===== src/rtl/phy_base_regs_pkg.sv =====
// Package: register offsets, field layout, reset values and timing for the PHY base registers
package phy_base_regs_pkg;

  // ==========================================================================
  // Register index (byte-wide PHY registers), APB byte address = index * 4
  // ==========================================================================
  localparam logic [2:0] IDX_NODE    = 3'h0;
  localparam logic [2:0] IDX_CTRL    = 3'h1;
  localparam logic [2:0] IDX_PORTS   = 3'h2;
  localparam logic [2:0] IDX_SPEED   = 3'h3;
  localparam logic [2:0] IDX_SELFID  = 3'h4;
  localparam logic [11:0] ADDR_STATUS = 12'h020;
  localparam int          IDX_COUNT   = 5;
  localparam int          APB_AW      = 12;

  // ==========================================================================
  // Constant capability fields
  // ==========================================================================
  localparam logic [2:0] MAP_TYPE_EXT   = 3'h7;
  localparam logic [3:0] PORT_COUNT     = 4'h2;
  localparam logic [2:0] SPEED_S400     = 3'h2;
  localparam logic [3:0] REPEAT_DELAY   = 4'h0;
  localparam logic [2:0] JITTER_CODE    = 3'h0;

  // ==========================================================================
  // Reset values and special codes
  // ==========================================================================
  localparam logic [5:0] NODE_RESET     = 6'h00;
  localparam logic [5:0] NODE_MISCONFIG = 6'h3F;
  localparam logic [5:0] GAP_RESET      = 6'h3F;
  localparam logic       LINK_ACT_RESET = 1'b1;

  // ==========================================================================
  // Timing
  // ==========================================================================
  localparam int CLK_MHZ         = 40;
  localparam int LONG_RESET_US   = 166;
  localparam int LONG_RESET_CYC  = LONG_RESET_US * CLK_MHZ;
  localparam int STRAP_SETTLE    = 2;

  // ==========================================================================
  // Field positions within the data byte
  // ==========================================================================
  localparam int BIT_HOLDOFF     = 7;
  localparam int BIT_LONG_RESET  = 6;
  localparam int GAP_MSB         = 5;
  localparam int BIT_LINK_ACT    = 7;
  localparam int BIT_CONTENDER   = 6;
  localparam int CLASS_MSB       = 2;

  // ==========================================================================
  // Field carriers
  // ==========================================================================
  typedef struct packed {
    logic       linkActive;
    logic       contender;
    logic [2:0] powerClass;
  } selfid_fields_t;

  typedef struct packed {
    logic [5:0] nodeNumber;
    logic       isRoot;
    logic       valid;
  } selfid_result_t;

endpackage : phy_base_regs_pkg


===== src/rtl/serial_bus_phy_base_registers.sv =====
// Base register bank of the two-port cable PHY core, reached over APB
`timescale 1ns/100ps
`default_nettype none

module serial_bus_phy_base_registers
  import phy_base_regs_pkg::*;
#(
  parameter int LONG_RESET_CYCLES = LONG_RESET_CYC
) (
  input  wire logic                 core_clk,
  input  wire logic                 reset,
  input  wire logic                 psel,
  input  wire logic                 penable,
  input  wire logic                 pwrite,
  input  wire logic [APB_AW-1:0]    paddr,
  input  wire logic [31:0]          pwdata,
  input  wire logic [3:0]           pstrb,
  output logic      [31:0]          prdata,
  output logic                      pready,
  output logic                      pslverr,
  input  wire logic                 selfIdValid,
  input  wire logic [5:0]           selfIdNode,
  input  wire logic                 selfIdRoot,
  input  wire logic                 cablePowerPin,
  input  wire logic                 link_power_status_signal,
  input  wire logic                 contenderStrap,
  input  wire logic                 supply_category_strap0,
  input  wire logic                 supply_category_strap1,
  input  wire logic                 supply_category_strap2,
  output logic                      forceRoot,
  output logic                      busResetActive,
  output logic [5:0]                gapCount,
  output logic                      linkTxBlocked,
  output selfid_fields_t            selfIdFields
);

  // ==========================================================================
  // Register map, one byte per 32-bit word, upper bits read zero
  // ==========================================================================
  // 0x00 node number [7:2], root [1], cable power ok [0]
  // 0x04 root holdoff [7], long reset request and busy [6], gap setting [5:0]
  // 0x08 map type [7:5], port count [3:0]
  // 0x0C speed code [7:5], repeater delay code [3:0]
  // 0x10 link active [7], contender [6], jitter code [5:3], power class [2:0]
  // 0x20 status: transmit blocked [1], long reset in progress [0]
  // Anything else answers with pslverr and changes nothing

  // ==========================================================================
  // Synchronisers for pins from outside the clock domain
  // ==========================================================================
  // Only the second stage is read; the first may go metastable on a pin edge
  logic [5:0] syncA_reg;
  logic [5:0] syncB_reg;
  wire  [5:0] pinsRaw = {cablePowerPin, link_power_status_signal, contenderStrap,
                         supply_category_strap2, supply_category_strap1,
                         supply_category_strap0};
  wire        powerOkSync   = syncB_reg[5];
  wire        linkPowerSync = syncB_reg[4];
  wire        contSync      = syncB_reg[3];
  wire  [2:0] classSync     = syncB_reg[2:0];

  always_ff @(posedge core_clk) begin
    syncA_reg <= pinsRaw;
    syncB_reg <= syncA_reg;
  end

  // ==========================================================================
  // Register state
  // ==========================================================================
  logic [5:0]  node_number_reg;
  logic        root_reg;
  logic        cable_power_ok_reg;
  logic        root_holdoff_reg;
  logic [5:0]  gap_reg;
  logic        link_active_control_reg;
  logic        contender_reg;
  logic [2:0]  power_class_reg;
  // Strap capture bookkeeping and the long reset timer
  logic        strapPending_reg;
  logic [31:0] resetCnt_reg;
  logic        resetBusy_reg;

  // ==========================================================================
  // APB decode; one-cycle answer, access phase completes at once
  // ==========================================================================
  wire        access     = psel && penable;
  wire        wrAccess   = access && pwrite && pstrb[0];
  wire        wordAlign  = (paddr[1:0] == 2'h0);
  wire [2:0]  regIdx     = paddr[4:2];
  wire        inBank     = wordAlign && (paddr[APB_AW-1:5] == '0)
                           && (regIdx < 3'(IDX_COUNT));
  wire        isStatus   = (paddr == ADDR_STATUS);
  wire        mapped     = inBank || isStatus;
  // Address and direction are sampled in setup; writes land in the access cycle
  wire        setupCyc   = psel && !penable;
  wire [7:0]  wByte      = pwdata[7:0];

  // Write fields picked out once, so each register block below is a plain load
  wire        wrHoldoff  = wByte[BIT_HOLDOFF];
  wire        wrLongBit  = wByte[BIT_LONG_RESET];
  wire [5:0]  wrGap      = wByte[GAP_MSB:0];
  wire        wrLinkBit  = wByte[BIT_LINK_ACT];
  wire        wrContBit  = wByte[BIT_CONTENDER];
  wire [2:0]  wrClass    = wByte[CLASS_MSB:0];

  function automatic logic hit(input logic [2:0] idx);
    hit = wrAccess && inBank && (regIdx == idx);
  endfunction : hit

  wire        wrCtrl       = hit(IDX_CTRL);
  wire        wrSelfId     = hit(IDX_SELFID);
  wire        longResetReq = wrCtrl && wrLongBit;

  // Read bytes; read-only bytes are built from constants and status only
  wire [7:0] rdNode   = {node_number_reg, root_reg, cable_power_ok_reg};
  wire [7:0] rdCtrl   = {root_holdoff_reg, resetBusy_reg, gap_reg};
  wire [7:0] rdPorts  = {MAP_TYPE_EXT, 1'b0, PORT_COUNT};
  wire [7:0] rdSpeed  = {SPEED_S400, 1'b0, REPEAT_DELAY};
  wire [7:0] rdSelfId = {link_active_control_reg, contender_reg, JITTER_CODE,
                         power_class_reg};
  wire [7:0] rdStatus = {6'h00, linkTxBlocked, busResetActive};

  logic [7:0] rdByte;
  always_comb begin
    rdByte = 8'h00;
    if (isStatus) begin
      rdByte = rdStatus;
    end else if (inBank) begin
      unique case (regIdx)
        IDX_NODE:   rdByte = rdNode;
        IDX_CTRL:   rdByte = rdCtrl;
        IDX_PORTS:  rdByte = rdPorts;
        IDX_SPEED:  rdByte = rdSpeed;
        IDX_SELFID: rdByte = rdSelfId;
        default:    rdByte = 8'h00;
      endcase
    end
  end

  // No wait states: the answer is ready in the first access cycle
  always_ff @(posedge core_clk) begin
    if (reset) begin
      pready <= 1'b0;
    end else begin
      pready <= setupCyc;
    end
  end

  always_ff @(posedge core_clk) begin
    if (reset) begin
      pslverr <= 1'b0;
    end else begin
      pslverr <= setupCyc && !mapped;
    end
  end

  // Data is zero outside a read answer so stale bytes never linger on the bus
  always_ff @(posedge core_clk) begin
    if (reset) begin
      prdata <= 32'h0000_0000;
    end else begin
      prdata <= (setupCyc && !pwrite) ? {24'h000000, rdByte} : 32'h0000_0000;
    end
  end

  // ==========================================================================
  // Node identity, root and cable power status
  // ==========================================================================
  always_ff @(posedge core_clk) begin
    if (reset) begin
      node_number_reg <= NODE_RESET;
      root_reg        <= 1'b0;
    end else if (selfIdValid) begin
      node_number_reg <= selfIdNode;
      root_reg        <= selfIdRoot;
    end
  end

  // The threshold comparator sits outside; this bit only follows its settled level
  always_ff @(posedge core_clk) begin
    if (reset) begin
      cable_power_ok_reg <= 1'b0;
    end else begin
      cable_power_ok_reg <= powerOkSync;
    end
  end

  // ==========================================================================
  // Control: root holdoff, gap setting, long reset
  // ==========================================================================
  // Holdoff only asks for root at the next tree identify; it never starts one
  always_ff @(posedge core_clk) begin
    if (reset) begin
      root_holdoff_reg <= 1'b0;
    end else if (wrCtrl) begin
      root_holdoff_reg <= wrHoldoff;
    end
  end

  always_ff @(posedge core_clk) begin
    if (reset) begin
      gap_reg <= GAP_RESET;
    end else if (wrCtrl) begin
      gap_reg <= wrGap;
    end
  end

  // Bit self-clears: the busy flag stands for the reset time and then drops.
  // A new request while busy restarts the full time rather than being lost.
  wire resetDone = resetBusy_reg && (resetCnt_reg == 32'h0000_0000);

  always_ff @(posedge core_clk) begin
    if (reset) begin
      resetBusy_reg <= 1'b0;
    end else if (longResetReq) begin
      resetBusy_reg <= 1'b1;
    end else if (resetDone) begin
      resetBusy_reg <= 1'b0;
    end
  end

  always_ff @(posedge core_clk) begin
    if (reset) begin
      resetCnt_reg <= 32'h0000_0000;
    end else if (longResetReq) begin
      resetCnt_reg <= 32'(LONG_RESET_CYCLES - 1);
    end else if (resetBusy_reg && !resetDone) begin
      resetCnt_reg <= resetCnt_reg - 32'h0000_0001;
    end
  end

  // ==========================================================================
  // Self-ID fields; straps caught on the third cycle after reset release
  // ==========================================================================
  // Straps pass the synchroniser first, so the capture waits on pipeline fill
  logic [1:0] strapWait_reg;
  wire        strapCapture = strapPending_reg && (strapWait_reg == 2'(STRAP_SETTLE));

  always_ff @(posedge core_clk) begin
    if (reset) begin
      strapPending_reg <= 1'b1;
      strapWait_reg    <= 2'h0;
    end else if (wrSelfId || strapCapture) begin
      strapPending_reg <= 1'b0;
    end else if (strapPending_reg) begin
      strapWait_reg <= strapWait_reg + 2'h1;
    end
  end

  always_ff @(posedge core_clk) begin
    if (reset) begin
      link_active_control_reg <= LINK_ACT_RESET;
    end else if (wrSelfId) begin
      link_active_control_reg <= wrLinkBit;
    end
  end

  // A software write before the straps settle wins; later strap moves are ignored
  always_ff @(posedge core_clk) begin
    if (reset) begin
      contender_reg <= 1'b0;
    end else if (wrSelfId) begin
      contender_reg <= wrContBit;
    end else if (strapCapture) begin
      contender_reg <= contSync;
    end
  end

  always_ff @(posedge core_clk) begin
    if (reset) begin
      power_class_reg <= 3'h0;
    end else if (wrSelfId) begin
      power_class_reg <= wrClass;
    end else if (strapCapture) begin
      power_class_reg <= classSync;
    end
  end

  // ==========================================================================
  // Outputs to the PHY core and link
  // ==========================================================================
  always_ff @(posedge core_clk) begin
    if (reset) begin
      forceRoot <= 1'b0;
    end else begin
      forceRoot <= root_holdoff_reg;
    end
  end

  always_ff @(posedge core_clk) begin
    if (reset) begin
      busResetActive <= 1'b0;
    end else begin
      busResetActive <= resetBusy_reg;
    end
  end

  always_ff @(posedge core_clk) begin
    if (reset) begin
      gapCount <= GAP_RESET;
    end else begin
      gapCount <= gap_reg;
    end
  end

  // Blocking follows the stored number, so a later self-ID result lifts it again
  always_ff @(posedge core_clk) begin
    if (reset) begin
      linkTxBlocked <= 1'b0;
    end else begin
      linkTxBlocked <= (node_number_reg == NODE_MISCONFIG);
    end
  end

  always_ff @(posedge core_clk) begin
    if (reset) begin
      selfIdFields <= '0;
    end else begin
      selfIdFields.linkActive <= link_active_control_reg && linkPowerSync;
      selfIdFields.contender  <= contender_reg;
      selfIdFields.powerClass <= power_class_reg;
    end
  end

endmodule : serial_bus_phy_base_registers

`default_nettype wire


===== config.mk =====
export PLATFORM = sky130hd
export DESIGN_NAME = serial_bus_phy_base_registers
export DESIGN_NICKNAME = d
export VERILOG_FILES = /design/src/rtl/phy_base_regs_pkg.sv /design/src/rtl/serial_bus_phy_base_registers.sv
export SDC_FILE = /design/constraint.sdc
export NUM_CORES = 1
export LEC_CHECK = 0
export ABC_AREA = 1
export BUFFER_PORTS_ARGS = -buffer_cell sky130_fd_sc_hd__clkbuf_2
export CORE_MARGIN = 8
export CORE_UTILIZATION = 56
export DETAILED_ROUTE_END_ITERATION = 10
export PLACE_DENSITY = 0.83
export SYNTH_ARGS = -nofsm -noshare
export SYNTH_HDL_FRONTEND = slang
export SYNTH_SLANG_ARGS = --single-unit

===== constraint.sdc =====
create_clock -name core_clk -period 4.5 [get_ports core_clk]
set_input_delay 0.9 -clock core_clk [delete_from_list [all_inputs] [get_ports core_clk]]
set_output_delay 0.9 -clock core_clk [all_outputs]
set_load 0.005 [all_outputs]

==> summary.md, run 1 <==
| Metric | Value |
|---|---|
| Final hold vios | 0 |
| Die width | 105 µm |
| Worst rel slew slack | 45.7% |
| Drt drc | 0 |
| RR Startpoint | resetCnt_reg[0] |
| N_diodes | 0 |
| Largest family of logic cells by synthesized area | simple AND/OR/NAND/NOR gates |
| Worst-case reg-to-reg path depth | 8 |
| Largest register FFs | 32 |
| Fin crit period | 2.54 ns |
| Status | finished clean |
| GRT Total Usage | a little under a fifth |
| Synth warn | 0 |
| Share of layout cells above drive strength 1 | between 10% and 20% |
| Crit. End Element | register |
| Synth Area in Simple Gates | 31.1% |
| CTS Buffer Depth | 2 |
| Vias in the first global route | approximately 3800 |
| Worst R2R Setup Slack | roughly 2.4 ns |
| Post-CTS Hold Buffers | 0 |
| DRT Pass-1 Iters | 4 |
| Hold Path Sink | syncB_reg[1] |
| Routed length per instance | between 10 and 15 µm |
| Top_reg_cell synth | dfxtp_1 |
| Initial antenna violation count | 0 |
| Post-cts repair resize count | 0 |
| Compound-cell area share of the yosys netlist | 11.9% |
| Largest net degree at the start of global routing | 30 |
| Register area share after synthesis | roughly 42% |
| Cts bufs inserted | 9 |
| DR vias | between 4000 and 5000 |
| Ports | ~120 |
| Sink Count | 92 |
| EDFF count, synth | 0 |
| Post-synthesis cell area | around 4400 µm² |
| Number of buffers added on ports | 63 |
| Post-Synth Adder-Cell Area | 0.564% |
| Final instance count without filler cells | 803 |
| Iteration-0 DRC Markers | 201 |
| GR Overflow Total | 0 |
| Yosys cell types | 40 |
| Die ar. | between 10000 and 15000 µm² |
| Vias per inst | roughly 5.1 |
| WL final | roughly 10000 µm |
| Routed Antenna Nets | 0 |
| Setup bufs post-CTS | 0 |
| Clk_skew | 0.0136 ns |
| Final HPWL DP | slightly below 8000 µm |
| Placed cells | approximately 790 |
| Later-pin clock latency in the skew report | approximately 0.37 ns |
| CTS tree | built |
| Post-place setup slack | approximately 1.6 ns |
| Maximum vdd drop | ~0.28 mV |
| Clock slew at reported path FFs | 0.11 ns |
| Cell Rows | 32 |
| Area grow syn2layout | 10.9% |
| Worst Setup Start Kind | input port |
| Hold_ws | around 0.34 ns |
| Cells after Synth | roughly 640 |
| Mux contribution to synthesized area | 0% |
| Most frequent cells in the layout | nand2_1 (162), nor2_1 (97), dfxtp_1 (92) |
| Pleak | approximately 2.5 nW |
| GPL Wtd Cong | between 0.9 and 1 |
| Fin crit share | 56.5% |
| Asr flop ratio synth | 0% |
| Starting Density | between 50 and 60% |
| Max Slew Vio Count | 0 |
| WP data arrival | around 2.9 ns |
| Core Area | ~7700 µm² |
| Critical path fanouts, max | 29 |
| CP required | about 4.8 ns |
| Synth Area in XOR/XNOR | approximately 2% |
| Setup TNS | 0 ns |
| Nets@finish | 765 |
| Root Buffer | clkbuf_8 |
| Measured slew at the worst slew-check pin | roughly 0.81 ns |
| Global-route wire length before repair | ~17000 µm |
| Critical path type | in2reg |
| H-tree Lvls | 3 |
| Worst min path class | reg2reg |
| Commonest non-fill, non-tap cell in the layout | nand2_1 |
| Achievable Freq | 393 MHz |
| Maxcap violations | 0 |
| Setup violations, final | 0 |
| RR Endpoint | resetCnt_reg[3] |
| Worst hold start | syncA_reg[1] |
| Die Ht | roughly 110 µm |
| Yosys reg bits | 92 |
| Synthesized area per cell | around 7 µm² |
| Hold depth | 0 |
| RSZ-0062 raised after global routing | no |
| Power Density | around 320 nW/µm² |
| Final WS setup | roughly 2.0 ns |
cell families (layout without fill, tap and decap cells):
kind of cell / after synthesis / in the layout
AOI/OAI and AO/OA: 93 / 93
buffers and inverters: 118 / 160
and+or+nand+nor: 320 / 320
DFF: 92 / 92
xor gates and xnor gates: 10 / 10
other: 1 / 24
adders and majority gates: 2 / 2
cell usage after synthesis, types with 6 or more instances:
cell type / number / area share, %
nand2_1: 162 / 14
nor2_1: 97 / 8.2
dfxtp_1: 92 / 42
inv_1: 77 / 6.5
a21oi_1: 41 / 4.6
o21ai_0: 31 / 3.5
nand3_1: 30 / 3.4
buf_4: 25 / 4.2
a21oi_2: 10 / 2.0
xnor2_1: 8 / 1.6
nand4_1: 6 / 0.85
nor3_1: 6 / 0.68
cell type report:
class	count	area (µm²)
fillers	703	2770
multi-input cells	449	2110
flip-flops and latches	92	1840
repair buffers	64	323
inverters	80	302
well taps	102	128
clock buffers	9	124
clock inverters	7	91.3
stage by stage:
step / utilization (%) / total power (W) / cell area (µm²)
6_report: 64.0 / 0.00156 / 4920
4_1_cts: 64.0 / 0.00157 / 4920
3_5_place_dp: 61.2 / 0.00101 / 4710
2_1_floorplan: - / 0.000977 / 4520
3_3_place_gp: 61.2 / 0.00100 / 4710
5_1_grt: 64.0 / 0.00162 / 4920
where the power goes:
group	internal (W)	switching (W)
registers	0.000846	0.0000112
logic	0.0000482	0.0000905
clock network	0.000224	0.000336
total	0.00112	0.000437
worst max-delay path by stage:
stage / startpoint / endpoint / slack (ns) / cells after the start
finish: reset / prdata[0] / 1.96 / 8
floorplan: paddr[4] / resetCnt_reg[19] / 2.44 / 7
global route: reset / prdata[0] / 1.71 / 8
CTS: reset / prdata[0] / 1.99 / 8
detailed placement: reset / prdata[0] / 1.61 / 8
global placement: reset / prdata[0] / 1.64 / 8
routing by layer:
| layer | up-vias | GRT usage (%) | wire (µm) |
|---|---|---|---|
| met5 | - | 0 | 0 |
| met4 | 0 | 7.03 | 174 |
| met3 | 16 | 4.30 | 655 |
| met2 | 120 | 30.0 | 4900 |
| met1 | 1872 | 23.3 | 4670 |
| li1 | 2078 | - | - |
critical path: stages:
cell,delay (ns)
clkbuf_2,0.39
inv_1,0.61
nand3_1,0.26
nor2_1,0.22
nand2_1,0.22
inv_1,0.14
nand2_1,0.06
nand2_1,0.06
Power figures use the tool's default switching activity.
==> inputs of run 2 (changes only) <==
CORE_UTILIZATION = 53   (was 56)
PLACE_DENSITY = 0.79   (was 0.83)
clock period = 2.4 ns   (was 4.5 ns; I/O delays follow)
==> run 2 against run 1 <==
  * Non-clock buffer count increased by 6
  * Clock skew is 0.0012 ns lower
  * Power up 85%
  * Wire length decreased by 1.3%
  * Die area rose by 4.8%
  * Worst setup slack lost 1.6 ns
  * Combinational power up 83%
  * Critical path type is now reg2reg
==> summary.md, run 2 (synthesis gave the netlist of run 1 again) <==
| Metric | Value |
|---|---|
| Later-pin clock latency in the skew report | 0.37 ns (about the same) |
| Share of power burned in registers | 56.0% (+0.9 points) |
| Setup bufs post-CTS | 0 (unchanged) |
| Reg area | 1840 µm² (unchanged) |
| Initial antenna violation count | 0 (unchanged) |
| P_sw | 0.000792 W (+81%) |
| Placed cell areas | 4750 µm² (+1.0%) |
| Hold_ws | 0.217 ns (-0.118 ns) |
| Core Util, Final | 60.5% (-3.5 points) |
| Setup TNS | 0 ns (unchanged) |
| Commonest non-fill, non-tap cell in the layout | nand2_1 |
| Multi-input gate area | 2110 µm² (unchanged) |
| Routed length per instance | 12.6 µm (-2.4%) |
| Vias per inst | 4.92 (-3.2%) |
| Worst min path class | in2reg |
| Clk_skew | 0.0124 ns (-0.00119 ns) |
| Switch share | 27.6% (-0.55 points) |
| DRT Pass-1 Iters | 5 (+1) |
| WP data arrival | 2.37 ns (-0.50 ns) |
| Sink Count | 92 (unchanged) |
| Global-route wire length before repair | 17500 µm (+1.6%) |
| Final hold vios | 0 (unchanged) |
| Nets@finish | 771 (+0.78%) |
| Drt drc | 0 (unchanged) |
| Iteration-0 DRC Markers | 218 (+8.5%) |
| Number of buffers added on ports | 63 (unchanged) |
| Setup violations, final | 0 (unchanged) |
| Core Area | 8180 µm² (+6.3%) |
| Crit. End Element | register |
| Cell Rows | 33 (+3.1%) |
| Int Power | 0.00208 W (+86%) |
| Fillers | 746 (+6.1%) |
| CP required | 2.69 ns (-2.13 ns) |
| Vias in the first global route | 3871 (+2.5%) |
| Measured slew at the worst slew-check pin | 0.506 ns (-0.305 ns) |
| CTS tree | built |
| H-tree Lvls | 3 (unchanged) |
| Die Ht | 107 µm (+2.4%) |
| Root Buffer | clkbuf_8 |
| Fin crit share | 86.4% |
| N_diodes | 0 (unchanged) |
| Starting Density | 54.3% (-3.4 points) |
| Ports | 115 (unchanged) |
| Largest register FFs | 32 (unchanged) |
| Cts bufs inserted | 9 (unchanged) |
| Pleak | 2.48 nW (+0.76%) |
| Worst rel slew slack | 66.2% (+20 points) |
| Fin crit period | 2.07 ns |
| WL final | 10300 µm (-1.3%) |
| Clock slew at reported path FFs | 0.10 ns (about the same) |
| Critical path type | reg2reg |
| RSZ-0062 raised after global routing | no |
| CTS Buffer Depth | 2 (unchanged) |
| Maxcap violations | 0 (unchanged) |
| Achievable Freq | a little under 500 MHz |
| Clock power frac | 35.2% (-0.8 points) |
| Die ar. | 11600 µm² (+4.8%) |
| Critical path fanouts, max | 15 (-48%) |
| Most frequent cells in the layout | nand2_1 (162), nor2_1 (97), dfxtp_1 (92) |
| Post-CTS Hold Buffers | 0 (unchanged) |
| DR vias | 3999 (-2.1%) |
| Comb power frac | 8.8% (about the same) |
| Final HPWL DP | 7990 µm (+0.70%) |
| GR Overflow Total | 0 (unchanged) |
| Post-cts repair resize count | 0 (unchanged) |
| Status | finished clean |
| GRT Total Usage | 18.4% (-0.11 points) |
| Die width | 107 µm (+2.4%) |
| Total power | 0.00287 W (+85%) |
| Max Slew Vio Count | 0 (unchanged) |
| Maximum vdd drop | 0.460 mV (+64%) |
| Share of layout cells above drive strength 1 | 16.4% (+0.72 points) |
| Routed Antenna Nets | 0 (unchanged) |
| Largest net degree at the start of global routing | 28 (-6.7%) |
| Worst Setup Start Kind | register |
| GPL Wtd Cong | 0.920 (-4.4%) |
| Area grow syn2layout | 11.4% |
| Final Cell Area | 4940 µm² (+0.46%) |
| Power Density | 581 nW/µm² (+84%) |
-- run 2: changes by cell type in the layout (fill, tap and decap cells not counted) --
cell and delta:
inv_8 +2, clkinv_8 -4, buf_4 +6, clkinvlp_4 +1
clkinv_4 +1
-- run 2: through the flow --
stage | std cells | worst slack (ns)
3_3_place_gp | 796 | 0.413
3_5_place_dp | 796 | 0.342
5_1_grt | 812 | 0.164
6_report | 812 | 0.325
4_1_cts | 812 | 0.300
2_1_floorplan | 659 | 0.760
-- run 2: worst paths after layout --
path,depth (start not counted),slack (ns),endpoint,from
worst max-delay path,9,0.33,resetCnt_reg[20],resetCnt_reg[0]
worst max register to register,9,0.33,resetCnt_reg[20],resetCnt_reg[0]
worst min register to register,0,0.33,syncB_reg[2],syncA_reg[2]
worst min-delay path,1,0.22,syncA_reg[5],cablePowerPin
-- run 2: power by group through the flow --
stage / logic [W] / clock network, W / registers [W]
finish: 0.000254 / 0.00101 / 0.00161
global route: 0.000300 / 0.00110 / 0.00161
CTS: 0.000254 / 0.00103 / 0.00161
detailed placement: 0.000252 / 0 / 0.00164
global placement: 0.000239 / 0 / 0.00164
floorplan: 0.000194 / 0 / 0.00164
-- run 2: final cells by class --
type / count / area share (%)
multi-input cells: 449 / 42.7
repair buffers: 70 / 7.44
flip-flops and latches: 92 / 37.3
inverters: 80 / 6.10
clock buffers: 9 / 2.51
well taps: 105 / 2.66
clock inverters: 7 / 1.32
-- run 2: critical path, stage by stage (launching register included) --
cell and delay, ns:
dfxtp_1 0.33, inv_1 0.10, ha_1 0.28, nand2_4 0.12, nor2_8 0.16, nand2_4 0.08, o21ai_4 0.39, buf_4 0.30
nand2_1 0.10, a21oi_2 0.14
-- run 2: metal layers --
metal,share of wire [%],up-vias,GRT usage (%)
li1,-,2075,-
met5,0,-,0
met3,5.3,11,4.25
met4,1.1,0,6.74
met2,51,107,32.0
met1,43,1806,21.5
==> inputs of run 3 (changes only) <==
CELL_PAD_IN_SITES_DETAIL_PLACEMENT = 0   (was unset)
CELL_PAD_IN_SITES_GLOBAL_PLACEMENT = 1   (was unset)
CORE_UTILIZATION = 37   (was 53)
==> run 3 against run 2 <==
  * Sequential share of layout area fell by 1.2 points
  * Worst setup slack improved by 0.16 ns
  * First-iteration DRC count shrank 6.0%
  * Power rose by 15%
  * Clock-buffer cell count increased by 1
  * Via count shrank 1.1%
  * Final cell count rose by 5.2%
  * Flip-flop and latch count unchanged
  * Die area rose by 36%
  * Utilization fell by 17 points
  * Clock skew decreased by 0.0038 ns
  * Hold slack improved by 0.012 ns
==> summary.md, run 3 (synthesis gave the netlist of run 1 again) <==
| Metric | Value |
|---|---|
| H-tree Lvls | 3 (unchanged) |
| Fillers | 1216 (+63%) |
| Worst-path cell chain | inv_1 > ha_1 > nand2_4 > nor2_8 > nand2_4 > nor2_1 > nor2_1 > buf_4 > nand2_1 > o21ai_0 > nor2_1 |
| Cts bufs inserted | 9 (unchanged) |
| Fin crit share | 79.9% (-6.5 points) |
| CP required | 2.65 ns (-0.04 ns) |
| Pleak | 2.52 nW (+2.0%) |
| Fin crit period | 1.92 ns (-0.156 ns) |
| Crit. End Element | register |
| Post-place setup slack | 0.381 ns (+0.0397 ns) |
| Most frequent CP cell | nor2_1 |
| Reg area | 1840 µm² (unchanged) |
| GR Overflow Total | 0 (unchanged) |
| Final hold vios | 0 (unchanged) |
| Starting Density | 37.4% (-17 points) |
| Number of buffers added on ports | 63 (unchanged) |
| N_diodes | 0 (unchanged) |
| Max Slew Vio Count | 0 (unchanged) |
| Clk_skew | 0.00863 ns (-0.00377 ns) |
| Critical path type | reg2reg |
| Die Ht | 126 µm (+17%) |
| Vias in the first global route | 3857 (-0.36%) |
| Worst min path class | in2reg |
| Post-CTS Hold Buffers | 0 (unchanged) |
| Clock slew at reported path FFs | 0.07 ns (-0.03 ns) |
| DR vias | 3955 (-1.1%) |
| Initial antenna violation count | 0 (unchanged) |
| Placed cells | 838 (+5.3%) |
| CP delay by family, top | simple AND/OR/NAND/NOR gates |
| Routed Antenna Nets | 0 (unchanged) |
| Maximum vdd drop | 0.586 mV (+27%) |
| Final WS setup | 0.482 ns (+0.156 ns) |
| Post-cts repair resize count | 0 (unchanged) |
| RSZ-0062 raised after global routing | no |
| Die width | 126 µm (+17%) |
| Iteration-0 DRC Markers | 205 (-6.0%) |
| Area grow syn2layout | 15.1% |
| Later-pin clock latency in the skew report | 0.35 ns (-0.02 ns) |
| CP bufs+invs | 2 (unchanged) |
| Status | finished clean |
| Setup TNS | 0 ns (unchanged) |
| Largest net degree at the start of global routing | 30 (+7.1%) |
| Largest register FFs | 32 (unchanged) |
| Setup violations, final | 0 (unchanged) |
| CTS tree | built |
| Multi-input gate area | 2110 µm² (unchanged) |
| Core Area | 11900 µm² (+45%) |
| WL final | 11000 µm (+6.7%) |
| Crit path largest cell delay | 0.35 ns (-0.04 ns) |
| Share of layout cells above drive strength 1 | 16.3% (-0.14 points) |
| Worst Setup Start Kind | register |
| Vias per inst | 4.63 (-6.0%) |
| Most frequent cells in the layout | nand2_1 (162), nor2_1 (97), dfxtp_1 (92) |
| CTS Buffer Depth | 2 (unchanged) |
| Achievable Freq | 521 MHz (+8.1%) |
| Critical Path Slowest Stage Cell | dfxtp_1 |
| GPL Wtd Cong | 0.846 (-8.0%) |
| Ports | 115 (unchanged) |
| Die ar. | 15800 µm² (+36%) |
| Root Buffer | clkbuf_16 |
| WP data arrival | 2.17 ns (-0.20 ns) |
| Total power | 0.00330 W (+15%) |
| Nets@finish | 771 (unchanged) |
| Maxcap violations | 0 (unchanged) |
| Cell Rows | 40 (+21%) |
| DRT Pass-1 Iters | 4 (-1) |
| GRT Total Usage | 14.5% (-3.9 points) |
| Routed length per instance | 12.8 µm (+1.5%) |
| Critical path fanouts, max | 29 (+14) |
| Commonest non-fill, non-tap cell in the layout | nand2_1 |
| Power Density | 646 nW/µm² (+11%) |
| Drt drc | 0 (unchanged) |
| Global-route wire length before repair | 18400 µm (+5.4%) |
| Setup bufs post-CTS | 0 (unchanged) |
| Final HPWL DP | 8470 µm (+6.1%) |
| Sink Count | 92 (unchanged) |
| Final instance count without filler cells | 854 (+5.2%) |
run 3: final timing paths:
kind,start,end,slack [ns],depth (start not counted)
max reg2reg,resetCnt_reg[0],resetCnt_reg[9],0.48,11
min,supply_category_strap0,syncA_reg[0],0.23,1
min reg2reg,syncA_reg[1],syncB_reg[1],0.33,0
max,resetCnt_reg[0],resetCnt_reg[9],0.48,11
run 3: stage by stage:
step | hold slack, ns | area (µm²) | utilization (%)
2_1_floorplan | 0.310 | 4520 | -
3_3_place_gp | 0.310 | 4810 | 40.5
3_5_place_dp | 0.312 | 4810 | 40.5
4_1_cts | 0.216 | 5110 | 43.1
5_1_grt | 0.218 | 5110 | 43.1
6_report | 0.229 | 5110 | 43.1
run 3: area by class of cell:
cell class              count  area share (%)
inverters                  80            5.90
well taps                 147            3.60
clock buffers              10            4.48
repair buffers             70            7.20
clock inverters             6            1.40
multi-input cells         449            41.4
flip-flops and latches     92            36.1
run 3: metal layers:
| metal | global-route usage [%] | wire, µm |
|---|---|---|
| met1 | 16.1 | 4850 |
| met3 | 4.50 | 475 |
| met4 | 4.23 | 112 |
| met5 | 0 | 0 |
| met2 | 25.9 | 5530 |
run 3: report_power, final:
part / internal, W / leakage (nW) / switching, W
Sequential: 0.00159 / 0.750 / 0.0000210
Combinational: 0.0000917 / 1.63 / 0.000161
Clock: 0.000820 / 0.145 / 0.000618
Total: 0.00250 / 2.52 / 0.000800
